<file path="config.mk">
export PLATFORM = sky130hd
export DESIGN_NAME = regulator_supervisor
export DESIGN_NICKNAME = d
export VERILOG_FILES = /design/src/core/supervisor_pkg.sv /design/src/core/regulator_supervisor.sv
export SDC_FILE = /design/constraint.sdc
export NUM_CORES = 1
export LEC_CHECK = 0
export BUFFER_PORTS_ARGS = -buffer_cell sky130_fd_sc_hd__clkbuf_2
export CAP_MARGIN = 20
export CORE_ASPECT_RATIO = 0.9
export CORE_UTILIZATION = 60
export CTS_BUF_LIST = sky130_fd_sc_hd__clkbuf_8
export DETAILED_ROUTE_END_ITERATION = 10
export PLACE_DENSITY = 0.78
export SLEW_MARGIN = 20
export SYNTH_ARGS = -nofsm -noshare
export SYNTH_HDL_FRONTEND = slang
export SYNTH_SLANG_ARGS = --single-unit
</file>
<file path="constraint.sdc">
create_clock -name CLOCK_IN -period 19.16 [get_ports CLOCK_IN]
set_clock_uncertainty 0.2 [all_clocks]
set_input_delay 2.874 -clock CLOCK_IN [delete_from_list [all_inputs] [get_ports CLOCK_IN]]
set_output_delay 2.874 -clock CLOCK_IN [all_outputs]
set_load 0.005 [all_outputs]
</file>
<file path="src/core/supervisor_pkg.sv">
// Purpose: shared constants of the regulator supervisor
// Assumes: 25 MHz core clock, converter codes in millivolts
// Notes: register map uses word offsets on the local port
package supervisor_pkg;
  // ****************************************
  // timing
  // ****************************************
  localparam int CLK_PERIOD_NS = 40;
  localparam int OC_TIME_NS = 50000;
  localparam int OC_CYCLES = (OC_TIME_NS + CLK_PERIOD_NS - 1) / CLK_PERIOD_NS;
  localparam int OC_CNT_W = 11;

  // ****************************************
  // widths and converter channels
  // ****************************************
  localparam int MV_W = 11;
  localparam int DATA_W = 16;
  localparam int ADDR_W = 8;
  localparam logic [1:0] CH_BOOT = 2'h0;
  localparam logic [1:0] CH_MAX_CURRENT_PROGRAM_PIN = 2'h1;
  localparam logic [1:0] CH_TEMP = 2'h2;
  localparam logic [1:0] CH_OUTPUT_CURRENT_REPORT = 2'h3;

  // ****************************************
  // register offsets
  // ****************************************
  localparam logic [7:0] REG_RATE = 8'h01;
  localparam logic [7:0] REG_VID = 8'h02;
  localparam logic [7:0] REG_STATUS = 8'h03;
  localparam logic [7:0] REG_BOOTCFG = 8'h04;
  localparam logic [7:0] REG_ICCMAX = 8'h05;
  localparam logic [7:0] REG_OUTPUT_CURRENT_REPORT = 8'h06;
  localparam logic [7:0] REG_LINK = 8'h07;
  localparam logic [7:0] REG_TEMP = 8'h17;
  localparam logic [7:0] REG_ZEROCFG = 8'h34;
  localparam int ZERO_GOOD_BIT = 0;
  localparam logic [1:0] RATE_RESET = 2'h0;

  // ****************************************
  // boot band decode
  // ****************************************
  localparam int BAND_EDGES = 17;
  localparam int BANDS_PER_LEVEL = 9;
  localparam logic [MV_W-1:0] BAND_EDGE [BAND_EDGES] = '{
    11'h066, 11'h0b4, 11'h102, 11'h158, 11'h1b6, 11'h213, 11'h271, 11'h2d7,
    11'h344, 11'h3b9, 11'h426, 11'h4a4, 11'h520, 11'h5a5, 11'h62a, 11'h6b7,
    11'h743};
  localparam logic [7:0] BOOT_CODE_LO = 8'h64;
  localparam logic [7:0] BOOT_CODE_HI = 8'h6e;

  // ****************************************
  // conversions and thermal levels
  // ****************************************
  localparam logic [15:0] MAX_CURRENT_PROGRAM_PIN_MA_PER_MV = 16'h0020;
  localparam logic [MV_W-1:0] OUTPUT_CURRENT_REPORT_FULL_MV = 11'h7d0;
  localparam logic [MV_W-1:0] TEMP_ALERT_MV = 11'h190;
  localparam logic [MV_W-1:0] TEMP_HOT_MV = 11'h12c;
  localparam logic [7:0] TEMP_BASE_C = 8'h96;
  localparam int TEMP_SHIFT = 3;

  typedef enum logic [2:0] {
    ST_OFF = 3'b000,
    ST_CAL = 3'b001,
    ST_SOFT = 3'b011,
    ST_RUN = 3'b010,
    ST_OV_RAMP = 3'b110,
    ST_OV_HOLD = 3'b111,
    ST_OC = 3'b100
  } state_e;
endpackage : supervisor_pkg

</file>
<file path="src/core/regulator_supervisor.sv">
// Purpose: fault, configuration and telemetry supervisor of a buck regulator
// Assumes: comparator levels and link pins are asynchronous, converter is on-clock
// Notes: analog loop, sense gain and bus protocol framing live elsewhere
`timescale 1ns/10ps
`default_nettype none
module regulator_supervisor
  import supervisor_pkg::*;
#(
  parameter int STEP_DIV_FAST = 25,
  parameter int STEP_DIV_MID = 50,
  parameter int STEP_DIV_SLOW = 100
) (
  input wire logic CLOCK_IN,
  input wire logic RST_N_IN,
  input wire logic [ADDR_W-1:0] ADDR_IN,
  input wire logic [DATA_W-1:0] WDATA_IN,
  input wire logic WR_IN,
  input wire logic RD_IN,
  output logic [DATA_W-1:0] RDATA_OUT,
  input wire logic [MV_W-1:0] ADC_CODE_IN,
  input wire logic [1:0] ADC_CHAN_IN,
  input wire logic ADC_VALID_IN,
  input wire logic ENABLE_IN,
  input wire logic VCC_OK_IN,
  input wire logic VIN_OK_IN,
  input wire logic CURRENT_LIMIT_SENSE_IN,
  input wire logic FAST_CURRENT_LIMIT_IN,
  input wire logic UNDERVOLTAGE_COMPARATOR_IN,
  input wire logic OUT_ABOVE_OV_IN,
  input wire logic OUT_ABOVE_FIXED_OV_IN,
  input wire logic PWM_IN,
  input wire logic BUS_CLK_IN,
  input wire logic BUS_DATA_IN,
  output logic BUS_DATA_OUT,
  output logic BUS_DATA_OE_OUT,
  output logic BUS_ALERT_N_OUT,
  output logic BUS_ALERT_OE_OUT,
  output logic [7:0] TARGET_OUT,
  output logic HIGH_SIDE_GATE_OUT,
  output logic LOW_SIDE_GATE_OUT,
  output logic OUTPUT_GOOD_OUT,
  output logic OVER_TEMP_FLAG_N_OUT
);

  // ****************************************
  // functions
  // ****************************************
  function automatic logic [4:0] band_of(input logic [MV_W-1:0] mv);
    logic [4:0] n;
    n = 5'h00;
    for (int i = 0; i < BAND_EDGES; i++) begin
      if (mv >= BAND_EDGE[i]) begin
        n = n + 5'h01;
      end
    end
    return n;
  endfunction : band_of

  function automatic logic [7:0] temp_of(input logic [MV_W-1:0] mv);
    logic [MV_W-1:0] drop;
    drop = mv >> TEMP_SHIFT;
    if (drop >= {3'h0, TEMP_BASE_C}) begin
      return 8'h00;
    end
    return TEMP_BASE_C - drop[7:0];
  endfunction : temp_of

  // ****************************************
  // input synchronisers
  // ****************************************
  localparam int NSYNC = 10;
  logic [NSYNC-1:0] meta_r;
  logic [NSYNC-1:0] sync_r;
  logic bus_clk_d_r;
  always_ff @(posedge CLOCK_IN or negedge RST_N_IN) begin
    if (!RST_N_IN) begin
      meta_r <= '0;
      sync_r <= '0;
      bus_clk_d_r <= 1'b0;
    end else begin
      meta_r <= {BUS_DATA_IN, BUS_CLK_IN, PWM_IN, OUT_ABOVE_FIXED_OV_IN, OUT_ABOVE_OV_IN,
                 UNDERVOLTAGE_COMPARATOR_IN, FAST_CURRENT_LIMIT_IN,
                 CURRENT_LIMIT_SENSE_IN, VIN_OK_IN & VCC_OK_IN, ENABLE_IN};
      sync_r <= meta_r;
      bus_clk_d_r <= sync_r[8];
    end
  end
  logic enable_s;
  logic supply_ok_s;
  logic cur_lim_s;
  logic fast_lim_s;
  logic uv_s;
  logic ov_s;
  logic ov_fixed_s;
  logic pwm_s;
  logic bus_clk_rise;
  assign enable_s = sync_r[0];
  assign supply_ok_s = sync_r[1];
  assign cur_lim_s = sync_r[2];
  assign fast_lim_s = sync_r[3];
  assign uv_s = sync_r[4];
  assign ov_s = sync_r[5];
  assign ov_fixed_s = sync_r[6];
  assign pwm_s = sync_r[7];
  assign bus_clk_rise = sync_r[8] & ~bus_clk_d_r;

  // ****************************************
  // register port
  // ****************************************
  logic [1:0] rate_r;
  logic [7:0] vid_r;
  logic zero_good_r;
  logic [15:0] link_edges_r;
  state_e state_r;
  logic [7:0] target_r;
  // host selects one of three rates
  always_ff @(posedge CLOCK_IN or negedge RST_N_IN) begin
    if (!RST_N_IN) begin
      rate_r <= RATE_RESET;
      zero_good_r <= 1'b0;
    end else if (WR_IN && ADDR_IN == REG_RATE) begin
      rate_r <= (WDATA_IN[1:0] == 2'h3) ? 2'h2 : WDATA_IN[1:0];
    end else if (WR_IN && ADDR_IN == REG_ZEROCFG) begin
      zero_good_r <= WDATA_IN[ZERO_GOOD_BIT];
    end
  end

  always_ff @(posedge CLOCK_IN or negedge RST_N_IN) begin
    if (!RST_N_IN) begin
      link_edges_r <= 16'h0000;
    end else if (bus_clk_rise) begin
      link_edges_r <= link_edges_r + 16'h0001;
    end
  end

  // ****************************************
  // startup configuration capture
  // ****************************************
  logic got_boot_r;
  logic got_max_current_program_pin_r;
  logic [3:0] bus_addr_r;
  logic boot_hi_r;
  logic [15:0] iccmax_r;
  logic cfg_done;
  logic [4:0] band;
  assign cfg_done = got_boot_r & got_max_current_program_pin_r;
  assign band = band_of(ADC_CODE_IN);
  always_ff @(posedge CLOCK_IN or negedge RST_N_IN) begin
    if (!RST_N_IN) begin
      got_boot_r <= 1'b0;
      bus_addr_r <= 4'h0;
      boot_hi_r <= 1'b0;
    end else if (ADC_VALID_IN && ADC_CHAN_IN == CH_BOOT && !got_boot_r) begin
      got_boot_r <= 1'b1;
      boot_hi_r <= (band >= 5'(BANDS_PER_LEVEL));
      bus_addr_r <= (band >= 5'(BANDS_PER_LEVEL)) ? 4'(band - 5'(BANDS_PER_LEVEL)) : band[3:0];
    end
  end

  always_ff @(posedge CLOCK_IN or negedge RST_N_IN) begin
    if (!RST_N_IN) begin
      got_max_current_program_pin_r <= 1'b0;
      iccmax_r <= 16'h0000;
    end else if (ADC_VALID_IN && ADC_CHAN_IN == CH_MAX_CURRENT_PROGRAM_PIN && !got_max_current_program_pin_r) begin
      got_max_current_program_pin_r <= 1'b1;
      iccmax_r <= 16'({5'h00, ADC_CODE_IN} * MAX_CURRENT_PROGRAM_PIN_MA_PER_MV);
    end
  end

  // ****************************************
  // telemetry
  // ****************************************
  logic [7:0] temp_r;
  logic [15:0] output_current_report_r;
  logic [26:0] output_current_report_prod;
  assign output_current_report_prod = {16'h0000, ADC_CODE_IN} * {11'h000, iccmax_r};
  always_ff @(posedge CLOCK_IN or negedge RST_N_IN) begin
    if (!RST_N_IN) begin
      temp_r <= 8'h00;
      output_current_report_r <= 16'h0000;
    end else if (ADC_VALID_IN && state_r == ST_RUN) begin
      if (ADC_CHAN_IN == CH_TEMP) begin
        temp_r <= temp_of(ADC_CODE_IN);
      end
      if (ADC_CHAN_IN == CH_OUTPUT_CURRENT_REPORT) begin
        output_current_report_r <= 16'(output_current_report_prod / {16'h0000, OUTPUT_CURRENT_REPORT_FULL_MV});
      end
    end
  end

  logic alert_r;
  logic hot_r;
  always_ff @(posedge CLOCK_IN or negedge RST_N_IN) begin
    if (!RST_N_IN) begin
      alert_r <= 1'b0;
      hot_r <= 1'b0;
    end else if (state_r != ST_RUN) begin
      alert_r <= 1'b0;
      hot_r <= 1'b0;
    end else if (ADC_VALID_IN && ADC_CHAN_IN == CH_TEMP) begin
      alert_r <= ADC_CODE_IN < TEMP_ALERT_MV;
      hot_r <= ADC_CODE_IN < TEMP_HOT_MV;
    end
  end

  // ****************************************
  // ramp step divider
  // ****************************************
  logic [15:0] div_r;
  logic [15:0] div_lim;
  logic step;
  always_comb begin
    unique case (state_r == ST_OV_RAMP ? 2'h2 : rate_r)
      2'h0: div_lim = 16'(STEP_DIV_FAST - 1);
      2'h1: div_lim = 16'(STEP_DIV_MID - 1);
      default: div_lim = 16'(STEP_DIV_SLOW - 1);
    endcase
  end
  assign step = (div_r >= div_lim);
  always_ff @(posedge CLOCK_IN or negedge RST_N_IN) begin
    if (!RST_N_IN) begin
      div_r <= 16'h0000;
    end else begin
      div_r <= step ? 16'h0000 : div_r + 16'h0001;
    end
  end

  // ****************************************
  // overcurrent latch-off timer
  // ****************************************
  logic [OC_CNT_W-1:0] oc_cnt_r;
  logic oc_expire;
  assign oc_expire = cur_lim_s && oc_cnt_r == OC_CNT_W'(OC_CYCLES - 1);
  // timer restarts on each fresh excess
  always_ff @(posedge CLOCK_IN or negedge RST_N_IN) begin
    if (!RST_N_IN) begin
      oc_cnt_r <= '0;
    end else if (!cur_lim_s || (state_r != ST_RUN && state_r != ST_SOFT)) begin
      oc_cnt_r <= '0;
    end else if (!oc_expire) begin
      oc_cnt_r <= oc_cnt_r + OC_CNT_W'(1);
    end
  end

  // ****************************************
  // sequence state machine
  // ****************************************
  logic [7:0] boot_code;
  logic active;
  assign boot_code = boot_hi_r ? BOOT_CODE_HI : BOOT_CODE_LO;
  assign active = (state_r == ST_SOFT) || (state_r == ST_RUN);
  always_ff @(posedge CLOCK_IN or negedge RST_N_IN) begin
    if (!RST_N_IN) begin
      state_r <= ST_OFF;
    end else begin
      unique case (state_r)
        ST_OFF: if (enable_s && supply_ok_s) state_r <= ST_CAL;
        ST_CAL: begin
          if (!enable_s || !supply_ok_s) begin
            state_r <= ST_OFF;
          end else if (cfg_done) begin
            state_r <= ST_SOFT;
          end
        end
        ST_SOFT, ST_RUN: begin
          if (!enable_s || !supply_ok_s) begin
            state_r <= ST_OFF;
          end else if (fast_lim_s || oc_expire) begin
            state_r <= ST_OC;
          end else if (state_r == ST_SOFT ? ov_fixed_s : ov_s) begin
            state_r <= ST_OV_RAMP;
          end else if (state_r == ST_SOFT && target_r == boot_code && step) begin
            state_r <= ST_RUN;
          end
        end
        // ramp ends in hold at zero
        ST_OV_RAMP: begin
          if (!enable_s) begin
            state_r <= ST_OFF;
          end else if (target_r == 8'h00) begin
            state_r <= ST_OV_HOLD;
          end
        end
        ST_OV_HOLD, ST_OC: if (!enable_s) state_r <= ST_OFF;
        default: state_r <= ST_OFF;
      endcase
    end
  end

  // ****************************************
  // target code
  // ****************************************
  always_ff @(posedge CLOCK_IN or negedge RST_N_IN) begin
    if (!RST_N_IN) begin
      target_r <= 8'h00;
    end else if (state_r == ST_OFF || state_r == ST_CAL) begin
      target_r <= 8'h00;
    end else if (step) begin
      if (state_r == ST_OV_RAMP && target_r != 8'h00) begin
        target_r <= target_r - 8'h01;
      end else if (state_r == ST_SOFT && target_r < boot_code) begin
        target_r <= target_r + 8'h01;
      end else if (state_r == ST_RUN && target_r < vid_r) begin
        target_r <= target_r + 8'h01;
      end else if (state_r == ST_RUN && target_r > vid_r) begin
        target_r <= target_r - 8'h01;
      end
    end
  end

  always_ff @(posedge CLOCK_IN or negedge RST_N_IN) begin
    if (!RST_N_IN) begin
      vid_r <= 8'h00;
    end else if (state_r == ST_CAL) begin
      vid_r <= boot_code;
    end else if (WR_IN && ADDR_IN == REG_VID) begin
      vid_r <= WDATA_IN[7:0];
    end
  end

  // ****************************************
  // gate drives and output good
  // ****************************************
  always_ff @(posedge CLOCK_IN or negedge RST_N_IN) begin
    if (!RST_N_IN) begin
      HIGH_SIDE_GATE_OUT <= 1'b0;
      LOW_SIDE_GATE_OUT <= 1'b0;
    end else begin
      unique case (state_r)
        ST_SOFT, ST_RUN: begin
          HIGH_SIDE_GATE_OUT <= pwm_s;
          LOW_SIDE_GATE_OUT <= ~pwm_s;
        end
        ST_OV_RAMP: begin
          HIGH_SIDE_GATE_OUT <= 1'b0;
          LOW_SIDE_GATE_OUT <= ov_s;
        end
        ST_OV_HOLD: begin
          HIGH_SIDE_GATE_OUT <= 1'b0;
          LOW_SIDE_GATE_OUT <= 1'b1;
        end
        default: begin
          HIGH_SIDE_GATE_OUT <= 1'b0;
          LOW_SIDE_GATE_OUT <= 1'b0;
        end
      endcase
    end
  end

  always_ff @(posedge CLOCK_IN or negedge RST_N_IN) begin
    if (!RST_N_IN) begin
      OUTPUT_GOOD_OUT <= 1'b0;
    end else if (state_r != ST_RUN) begin
      OUTPUT_GOOD_OUT <= 1'b0;
    end else if (target_r == 8'h00) begin
      OUTPUT_GOOD_OUT <= zero_good_r;
    end else begin
      OUTPUT_GOOD_OUT <= ~uv_s;
    end
  end

  // ****************************************
  // read port and pins
  // ****************************************
  always_ff @(posedge CLOCK_IN or negedge RST_N_IN) begin
    if (!RST_N_IN) begin
      RDATA_OUT <= '0;
    end else if (RD_IN) begin
      unique case (ADDR_IN)
        REG_RATE: RDATA_OUT <= {14'h0000, rate_r};
        REG_VID: RDATA_OUT <= {8'h00, vid_r};
        REG_STATUS: RDATA_OUT <= {8'h00, hot_r, alert_r, cfg_done, 2'h0, state_r};
        REG_BOOTCFG: RDATA_OUT <= {11'h000, boot_hi_r, bus_addr_r};
        REG_ICCMAX: RDATA_OUT <= iccmax_r;
        REG_OUTPUT_CURRENT_REPORT: RDATA_OUT <= output_current_report_r;
        REG_LINK: RDATA_OUT <= link_edges_r;
        REG_TEMP: RDATA_OUT <= {8'h00, temp_r};
        REG_ZEROCFG: RDATA_OUT <= {15'h0000, zero_good_r};
        default: RDATA_OUT <= '0;
      endcase
    end
  end

  assign TARGET_OUT = target_r;
  assign BUS_DATA_OUT = 1'b0;
  assign BUS_DATA_OE_OUT = 1'b0;
  assign BUS_ALERT_N_OUT = 1'b0;
  assign BUS_ALERT_OE_OUT = alert_r;
  assign OVER_TEMP_FLAG_N_OUT = ~hot_r;
endmodule : regulator_supervisor
`default_nettype wire

</file>
Word level (Yosys, flattened, before mapping) --
Cells that the tools add are included.
Word-level totals: logic and storage cells 214, output and inout bits 32, input port bits 53, flip-flop bits (word level) 147
Cells by class: bitwise logic cells 8, reductions and logical operators 43, div/mod/pow operators 1, equality and inequality tests 30, $mul 1, mux-type cells 59, add/subtract/negate cells 23, $lt $le $gt $ge 25
Operators with widths (number):
- one-hot mux 16 bit (9 select lines) | 1
- adder 5 x 1 -> 5 bit, second input constant | 16
- two-way mux 5 bit | 16
- two-way mux 8 bit | 10
- >= comparator 11 bit, second input constant | 7
- >= comparator 11 x 10 -> 1 bit, second input constant | 5
- >= comparator 11 x 9 -> 1 bit, second input constant | 3
- adder 16 x 1 -> 16 bit, second input constant | 2
- equality test 8 x 3 -> 1 bit, second input constant | 4
- two-way mux 3 bit | 10
- divider 27 x 11 -> 27 bit, second input constant | 1
- less-than comparator 11 x 9 -> 1 bit, second input constant | 2
- multiplier 11 x 11 -> 22 bit | 1
- two-way mux 11 bit | 2
- logical AND 1 bit | 18
- equality test 8 x 2 -> 1 bit, second input constant | 2
- >= comparator 16 bit | 1
- two-way mux 16 bit | 1
- one-hot mux 3 bit (5 select lines) | 1
- one-hot mux 7 bit (2 select lines) | 1
- two-way mux 1 bit | 12
- adder 11 x 1 -> 11 bit, second input constant | 1
- equality test 11 bit, second input constant | 1
- >= comparator 11 x 7 -> 1 bit, second input constant | 1
- other kinds (40) | 71

Logic depth before layout (Yosys ltp) --
Gate-level depths: netlist of the first run.
word-level depth 36, mapped depth 69, gate-level depth less buffers 58

Worst setup path before layout of the first run --
OpenSTA, ideal clock, no wires.
path type input-to-reg, from in ADC_CODE_IN[5], to reg output_current_report_r[0], library setup time 0.135 ns, data required time 18.825 ns, setup slack 1.069 ns, cell stages on the path 63, path buffers 7, arrival time 17.755 ns, cell sequence clkbuf_1 -> clkbuf_1 -> clkbuf_1 -> and2_1 -> fa_1 -> fa_1 -> inv_1 -> fa_1 -> inv_1 -> fa_1 -> inv_1 -> fa_1 -> inv_1 -> ha_1 -> buf_2 -> and4_1 -> and2_1 -> and2_0 -> [... 27 more ...] -> o211ai_2 -> mux2_4 -> a21oi_2 -> o21ai_4 -> o21a_4 -> or3_1 -> and4_1 -> a221oi_2 -> nand4bb_1 -> nand2_1 -> xnor2_1 -> ha_1 -> inv_1 -> a311o_1 -> nand3_1 -> o211ai_1 -> a221oi_1 -> o22ai_1
On the way: word-level cells in the longest chain between the ends 2
Ends and longest elaborated chain:
- start: declaration | RTL line regulator_supervisor.sv:20 | input wire logic [MV_W-1:0] ADC_CODE_IN,
- multiplier 11 x 11 -> 22 bit | RTL line regulator_supervisor.sv:176 | assign output_current_report_prod = {16'h0000, ADC_CODE_IN} * {11'h000, iccmax_r};
- divider 27 x 11 -> 27 bit | RTL line regulator_supervisor.sv:186 | output_current_report_r <= 16'(output_current_report_prod / {16'h0000, OUTPUT_CURRENT_REPORT_FULL_MV});
- end signal: assignment | RTL line regulator_supervisor.sv:186
- end: declaration | RTL line regulator_supervisor.sv:174 | logic [15:0] output_current_report_r;
Every way passes these cells. A chain may end at the register's enable or synchronous reset.

Final worst setup path of the first run --
from in ADC_CODE_IN[4], to reg output_current_report_r[0]
The elaborated chain is that of the path after synthesis.

==> summary.txt, run 1 <==
Cells and area
  – Total of fill cells in the finished design: between 2000 and 3000
  – Fraction of layout instances using a drive strength above 1: approximately 14%
  – Final nets: approximately 2500
  – Signed area change from the synthesized netlist to the final layout: 7.71%

Drt
  – Residual antenna-violating net count after detailed routing: 0
  – Post-DR wirelength/cell: approximately 17 microns
  – Violation count after the first detailed-route iteration: approximately 1300
  – Overall via count from detail_route: approximately 17000
  – Iteration count of the initial detailed-routing pass: 6
  – Sum of routed wire length over all layers: between 40000 and 50000 microns
  – Residual DRC count: 0
  – Via count normalized by instance count: 6.28

Timing
  – Max Slew Vio Count: 0
  – Max transition margin: a little under a third
  – Fmax: 54.8 MHz
  – Final hold violations: 0
  – Final period demand of the worst path: roughly 18 ns
  – Slew at the pin closest to its max-slew limit: approximately 1.0 ns
  – Final period utilization: between 90% and 100%
  – Setup total negative slack: 0 ns
  – Final setup fails: 0

Floorplan
  – Die X-Extent: between 150 and 200 microns
  – I/O pin total: between 80 and 90
  – Vertical extent of the die: around 170 microns
  – Core Rows: 60
  – Core footprint: between 0.02 and 0.03 sq mm
  – Die ar.: ~0.031 sq mm
  – Effective utilization at floorplan: 60.9%

Worst setup path
  – Reg2reg path depth: a little under 60
  – Maximum net fanout on the critical path: 23
  – Total stage count of the critical path: ~60
  – Largest delay share family, worst path: compound AO/OA/AOI/OAI gates
  – Critical path start-end classification: in -> reg
  – Endpoint type of the worst setup path: register
  – CP startpoint kind: input port
  – WP data required: between 15 and 20 ns
  – CP peak stage delay: about 0.60 ns
  – Slowest cell on the critical path: sky130_fd_sc_hd__or4b_1
  – Critical path buffer and inverter count: 8
  – Arrival time of data at the critical path endpoint: 18.41 ns

Yosys
  – Number of synthesized register bits: 147
  – Number of synthesized flops with an enable pin: 0
  – Synth async-reset ratio: between 90% and 100%
  – Dominant cell type by area after synthesis: sky130_fd_sc_hd__dfrtp_1
  – Cell count after synthesis: between 2000 and 2500
  – Most numerous cell in the Yosys netlist: sky130_fd_sc_hd__nand2_1
  – Synthesized area per cell: about 8.3 sq um
  – Cell variety after synth: between 100 and 150
  – Prevailing post-synth register cell: sky130_fd_sc_hd__dfrtp_1
  – List of most frequent post-synthesis cells: 206 x sky130_fd_sc_hd__nand2_1, 167 x sky130_fd_sc_hd__nor2_1, 158 x sky130_fd_sc_hd__inv_1
  – Area share of the largest cell type after synthesis: between 20 and 25%
  – Largest cells by area after synthesis: sky130_fd_sc_hd__dfrtp_1 20%, sky130_fd_sc_hd__fa_1 8.8%, sky130_fd_sc_hd__ha_1 7.4%
  – Sequential area share after synthesis: around 20%
  – Synth warn: 0
  – Mapped Area: approximately 0.018 sq mm

GRT
  – Total global-route track usage: 29.9%
  – Total global routing overflow: 0
  – Wire length of the first global-routing pass: between 70000 and 80000 microns
  – Maximum number of pins on one net before global-route repair: 83
  – Antenna violations before repair: 1
  – Via count of the first global-routing pass: approximately 16000

Placed design
  – Buffers added on ports: between 70 and 80
  – Total half-perimeter wirelength after legalization and detailed placement: about 36000 microns
  – Placer Congestion: 0.938

Clocking
  – Number of levels the H-tree was split into: 4
  – Maximum buffer depth of the clock tree: 2
  – Clock-pin slew on the worst setup and hold paths: 0.10 ns
  – Clock tree from TritonCTS: built
  – Clock sink total: between 100 and 150
  – TritonCTS Buffers: 17
  – Later-pin clock latency in the skew report: around 0.47 ns
  – Root buffer cell: sky130_fd_sc_hd__clkbuf_8

Outcome
  – Outcome: completed

Run
  – Max Cap Violations: 0

Min path
  – Count of cells along the worst hold path: 0
  – Path type of the worst min-delay path: reg -> reg
## per-layer routing
metal,global-route usage [%],wire [microns],vias to the layer above
met5,0,0,-
met4,8.70,1170,0
met3,3.19,2860,86
met2,49.4,21700,643
met1,41.1,20400,8054
li1,-,-,7945
## cell families (layout without fill, tap and decap cells)
group                    Yosys count  in the layout  share of synthesized area [%]
AO/OA/AOI/OAI                    557            557                           22.7
AND/OR/NAND/NOR                  802            802                           22.6
adder cells (fa/ha/maj)          191            191                           16.4
flip-flops                       147            147                           20.3
XOR/XNOR                         142            142                           7.12
multiplexers                      81             81                           4.99
buffers and inverters            257            327                           5.78
other                              1             12                         0.0207
## state kept, by name (all words and copies together), names as in the netlist, 2 cells and up
signal,count
RDATA_OUT,16
div_r,16
link_edges_r,16
output_current_report_r,16
iccmax_r,11
oc_cnt_r,11
meta_r,9
sync_r,9
TARGET_OUT,8
temp_r,8
vid_r,8
bus_addr_r,4
state_r,3
rate_r,2
## per-stage QoR
step | setup slack [ns] | cells | utilization, % | hold WS (ns) | instance area, sq um
after global routing | -0.0135 | 2662 | 65.6 | 0.168 | 19600
after floorplan | 1.07 | 2188 | - | 0.131 | 18200
after global placement | 0.669 | 2628 | 64.0 | 0.136 | 19100
after detailed placement | 0.337 | 2628 | 64.0 | 0.136 | 19100
final | 0.899 | 2662 | 65.6 | 0.151 | 19600
after CTS | 0.762 | 2660 | 65.4 | 0.159 | 19500
## final cells by class
type                    instances  area [sq um]  area share (%)
clock buffers                  17           234            1.20
flip-flops and latches        147          3680            18.8
repair buffers                136           851            4.35
multi-input cells            1784         13500            69.1
inverters                     159           597            3.05
clock inverters                15           178           0.909
diodes                          1          2.50          0.0128
well taps                     403           504            2.58
## cells in the final DEF (no fill, tap or decap), drive strengths merged, types with 75 or more instances in the layout
master	instances
nor2	169
nand2	212
a21oi	115
clkbuf	88
xnor2	93
ha	108
nand3	75
fa	80
inv	168
o21ai	117
and2	103
dfrtp	147
## repair_timing
item,in CTS,in global routing
resized for setup,0,10
setup endpoints to repair,0,1
hold buffers,0,0
buffers inserted,0,1
## final timing paths
kind	start	to	slack (ns)
worst max-delay path	ADC_CODE_IN[4]	output_current_report_r[0]	0.90
worst min-delay path	meta_r[7]	sync_r[7]	0.15
worst max register to register	iccmax_r[12]	output_current_report_r[0]	2.93
worst min register to register	meta_r[7]	sync_r[7]	0.15
max in group asynchronous	RST_N_IN	RDATA_OUT[13]	15.44
min in group asynchronous	RST_N_IN	sync_r[3]	2.18
Power of run 1 is not shown: default switching activity piles up to over one toggle a cycle in this logic, so the estimate is an artifact.
==> run 2: changes to the inputs <==
--- a/config.mk
+++ b/config.mk
@@ -5,6 +5,7 @@
 export SDC_FILE = /design/constraint.sdc
 export NUM_CORES = 1
 export LEC_CHECK = 0
+export ABC_AREA = 1
 export BUFFER_PORTS_ARGS = -buffer_cell sky130_fd_sc_hd__clkbuf_2
 export CAP_MARGIN = 20
 export CORE_ASPECT_RATIO = 0.9
==> run 2 against run 1 <==
Compared with the run above:
- first-iteration DRC count is 0.83% lower
- wire length is 8.2% lower
- area after synthesis is 2.9% lower
- non-clock buffer count is 59 lower
- count of clock-buffer cells in the layout is 1 higher
- maximum frequency is 10% higher
- flip-flop and latch count stayed put
- via count is 2.0% lower
- cell area is 3.8% lower
- core utilization is 0.41 points lower
- register-to-register slack better by 1.9 ns
==> summary.txt, run 2 <==
Outcome
  – Outcome: completed (unchanged)

Clocking
  – Clock-pin slew on the worst setup and hold paths: 0.10 ns (about the same)
  – Clock tree from TritonCTS: built (unchanged)
  – Setup repair bufs after CTS: 0 (unchanged)
  – Clock sink total: 147 (unchanged)
  – TritonCTS Buffers: 17 (unchanged)
  – Maximum buffer depth of the clock tree: 2 (unchanged)
  – Post-CTS Resized: 0 (unchanged)
  – Root buffer cell: sky130_fd_sc_hd__clkbuf_8 (unchanged)
  – Number of levels the H-tree was split into: 4 (unchanged)
  – Later-pin clock latency in the skew report: 0.46 ns (was 0.47 ns)
  – CTS Hold Bufs: 0 (unchanged)

Yosys
  – Number of synthesized register bits: 147 (unchanged)
  – Dominant cell type by area after synthesis: sky130_fd_sc_hd__dfrtp_1 (unchanged)
  – Prevailing post-synth register cell: sky130_fd_sc_hd__dfrtp_1 (unchanged)
  – List of most frequent post-synthesis cells: 657 x sky130_fd_sc_hd__nand2_1, 520 x sky130_fd_sc_hd__inv_1, 190 x sky130_fd_sc_hd__nor2_1 (was 206 x sky130_fd_sc_hd__nand2_1, 167 x sky130_fd_sc_hd__nor2_1, 158 x sky130_fd_sc_hd__inv_1)
  – Area share of the largest cell type after synthesis: 20.9% (was 20.3%)
  – Largest cells by area after synthesis: sky130_fd_sc_hd__dfrtp_1 21%, sky130_fd_sc_hd__nand2_1 14%, sky130_fd_sc_hd__inv_1 11% (was sky130_fd_sc_hd__dfrtp_1 20%, sky130_fd_sc_hd__fa_1 8.8%, sky130_fd_sc_hd__ha_1 7.4%)
  – Sequential area share after synthesis: 20.9% (was 20.3%)
  – Synth async-reset ratio: 100% (unchanged)
  – Cell variety after synth: 74 (was 138)
  – Most numerous cell in the Yosys netlist: sky130_fd_sc_hd__nand2_1 (unchanged)
  – Cell count after synthesis: 2596 (was 2178)
  – Synthesized area per cell: 6.79 sq um (was 8.33 sq um)
  – Mapped Area: 0.0176 sq mm (was 0.0182 sq mm)
  – Number of synthesized flops with an enable pin: 0 (unchanged)
  – Synth warn: 0 (unchanged)

Timing
  – Setup total negative slack: 0 ns (unchanged)
  – Fmax: 60.4 MHz (was 54.8 MHz)
  – Slew at the pin closest to its max-slew limit: 0.955 ns (was 1.03 ns)
  – Max Slew Vio Count: 0 (unchanged)
  – Minimum setup slack in the final design: 2.59 ns (was 0.899 ns)
  – Final period utilization: 86.5% (was 95.3%)
  – Final setup fails: 0 (unchanged)
  – Final hold violations: 0 (unchanged)
  – Setup repair after global routing missed its margin: false
  – Max transition margin: 36.3% (was 31.1%)
  – Final period demand of the worst path: 16.57 ns (was 18.26 ns)

Worst setup path
  – Register-to-register setup slack: 4.78 ns (was 2.93 ns)
  – Endpoint type of the worst setup path: register (unchanged)
  – Reg2reg path depth: 109 (was 58)
  – Reg-to-reg critical path endpoint: output_current_report_r[0] (unchanged)
  – CP peak stage delay: 0.54 ns (was 0.60 ns)
  – Crit Reg-Reg Startpoint: iccmax_r[7] (was iccmax_r[12])
  – Slowest cell on the critical path: sky130_fd_sc_hd__fa_1 (was sky130_fd_sc_hd__or4b_1)
  – Maximum net fanout on the critical path: 24 (was 23)
  – CP startpoint kind: input port (unchanged)
  – Cell repeated most along the worst path: sky130_fd_sc_hd__nand2_1
  – Arrival time of data at the critical path endpoint: 16.72 ns (was 18.41 ns)
  – Critical path start-end classification: in -> reg (unchanged)
  – WP data required: 19.31 ns (about the same)

Floorplan
  – Core Rows: 59 (was 60)
  – Die X-Extent: 183 microns (was 185 microns)
  – Core footprint: 0.0289 sq mm (was 0.0298 sq mm)
  – I/O pin total: 85 (unchanged)
  – Die ar.: 0.0301 sq mm (was 0.0310 sq mm)
  – Vertical extent of the die: 165 microns (was 167 microns)
  – Effective utilization at floorplan: 61.1% (was 60.9%)

Run
  – Max Cap Violations: 0 (unchanged)

Drt
  – Overall via count from detail_route: 16400 (was 16700)
  – Residual DRC count: 0 (unchanged)
  – Via count normalized by instance count: 5.35 (was 6.28)
  – Sum of routed wire length over all layers: 42300 microns (was 46100 microns)
  – Violation count after the first detailed-route iteration: 1321 (was 1332)
  – Iteration count of the initial detailed-routing pass: 7 (was 6)
  – Residual antenna-violating net count after detailed routing: 0 (unchanged)
  – Post-DR wirelength/cell: 13.8 microns (was 17.3 microns)

Cells and area
  – Sequential Area: 0.00368 sq mm (unchanged)
  – Most frequent cells in the layout: 657 x sky130_fd_sc_hd__nand2_1, 520 x sky130_fd_sc_hd__inv_1, 190 x sky130_fd_sc_hd__nor2_1, 168 x sky130_fd_sc_hd__nand3_1, 147 x sky130_fd_sc_hd__dfrtp_1 (was 205 x sky130_fd_sc_hd__nand2_1, 165 x sky130_fd_sc_hd__nor2_1, 158 x sky130_fd_sc_hd__inv_1, 147 x sky130_fd_sc_hd__dfrtp_1, 111 x sky130_fd_sc_hd__a21oi_1)
  – Most frequent standard cell in the layout excluding fill and tap cells: sky130_fd_sc_hd__nand2_1 (unchanged)
  – Final core area utilization: 65.2% (was 65.6%)
  – Fraction of layout instances using a drive strength above 1: 13.2% (was 14.5%)
  – Total of fill cells in the finished design: 2592 (was 2570)
  – Total inserted antenna cells: 0 (was 1)
  – Signed area change from the synthesized netlist to the final layout: 6.77% (was 7.71%)
  – Combined area of the multi-input logic cells: 0.0117 sq mm (was 0.0135 sq mm)
  – Final nets: 2897 (was 2486)

Placed design
  – Pre-CTS setup slack: 2.24 ns (was 0.337 ns)
  – Total half-perimeter wirelength after legalization and detailed placement: 33900 microns (was 36000 microns)
  – Placer Congestion: 0.950 (was 0.938)
  – Buffers added on ports: 72 (unchanged)

GRT
  – Total global-route track usage: 29.5% (was 29.9%)
  – Wire length of the first global-routing pass: 73200 microns (was 76300 microns)
  – Via count of the first global-routing pass: 15700 (was 15600)
  – Maximum number of pins on one net before global-route repair: 86 (was 83)
  – Total global routing overflow: 0 (unchanged)
  – Antenna violations before repair: 0 (was 1)

Power
  – Static leakage: roughly 0.011 uW
  – Max IR drop VDD: 0.0496 mV
  – Pwr Density: between 50 and 60 mW/mm^2

Min path
  – Worst Hold Endpoint: sync_r[8] (was sync_r[7])
  – Count of cells along the worst hold path: 0 (unchanged)
  – Path type of the worst min-delay path: reg -> reg (unchanged)
  – Worst Hold Launch: meta_r[8] (was meta_r[7])
[run 2: cells by family after synthesis]
logic type	count (synthesis)	synth area share (%)
AO/OA/AOI/OAI	278	9.73
AND/OR/NAND/NOR	1290	34.9
other	1	0.0213
multiplexers	5	0.312
flip-flops	147	20.9
buffers and inverters	605	13.2
XOR/XNOR	82	4.22
adder cells (fa/ha/maj)	188	16.8
[run 2: per-stage QoR]
| stage | area (sq um) | total power (uW) | hold slack (ns) | instances |
|---|---|---|---|---|
| after global placement | 18400 | 694 | 0.135 | 3033 |
| final | 18800 | 975 | 0.146 | 3065 |
| after detailed placement | 18400 | 709 | 0.135 | 3033 |
| after global routing | 18800 | 1040 | 0.146 | 3065 |
| after CTS | 18800 | 975 | 0.146 | 3065 |
| after floorplan | 17700 | 620 | 0.131 | 2606 |
[run 2: worst max-delay path by stage]
stage	from	endpoint	slack, ns	depth (start not counted)
finish	ADC_CODE_IN[5]	output_current_report_r[0]	2.59	110
global route	ADC_CODE_IN[5]	output_current_report_r[0]	1.27	108
CTS	ADC_CODE_IN[5]	output_current_report_r[0]	2.65	108
detailed placement	ADC_CODE_IN[5]	output_current_report_r[0]	2.24	110
global placement	ADC_CODE_IN[5]	output_current_report_r[0]	2.51	109
floorplan	ADC_CODE_IN[5]	output_current_report_r[0]	3.73	111
[run 2: final cells by class]
class,count,area share [%]
Tap cell,396,2.63
Multi-Input combinational cell,1854,62.0
Sequential cell,147,19.6
Clock inverter,14,0.991
Inverter,559,11.4
Clock buffer,18,1.32
Timing Repair Buffer,77,2.15
[run 2: power by group]
part           leakage (uW)  switching (uW)  internal (uW)
logic               0.00880             217            113
registers           0.00188            28.2            350
clock network      0.000217             141            126
[run 2: critical path: cells and delay by family]
family / cells / cell delay, ns
buffers and inverters: 15 / 1.39
AND/OR/NAND/NOR: 82 / 8.23
adder cells (fa/ha/maj): 7 / 3.07
AO/OA/AOI/OAI: 6 / 1.08
[run 2: layer usage]
layer / wire length [microns] / global-route usage [%]
met1: 19100 / 39.6
met3: 2650 / 4.30
met4: 531 / 6.19
met5: 0 / 0
met2: 20100 / 50.6
(Power assumes the default switching activity.)
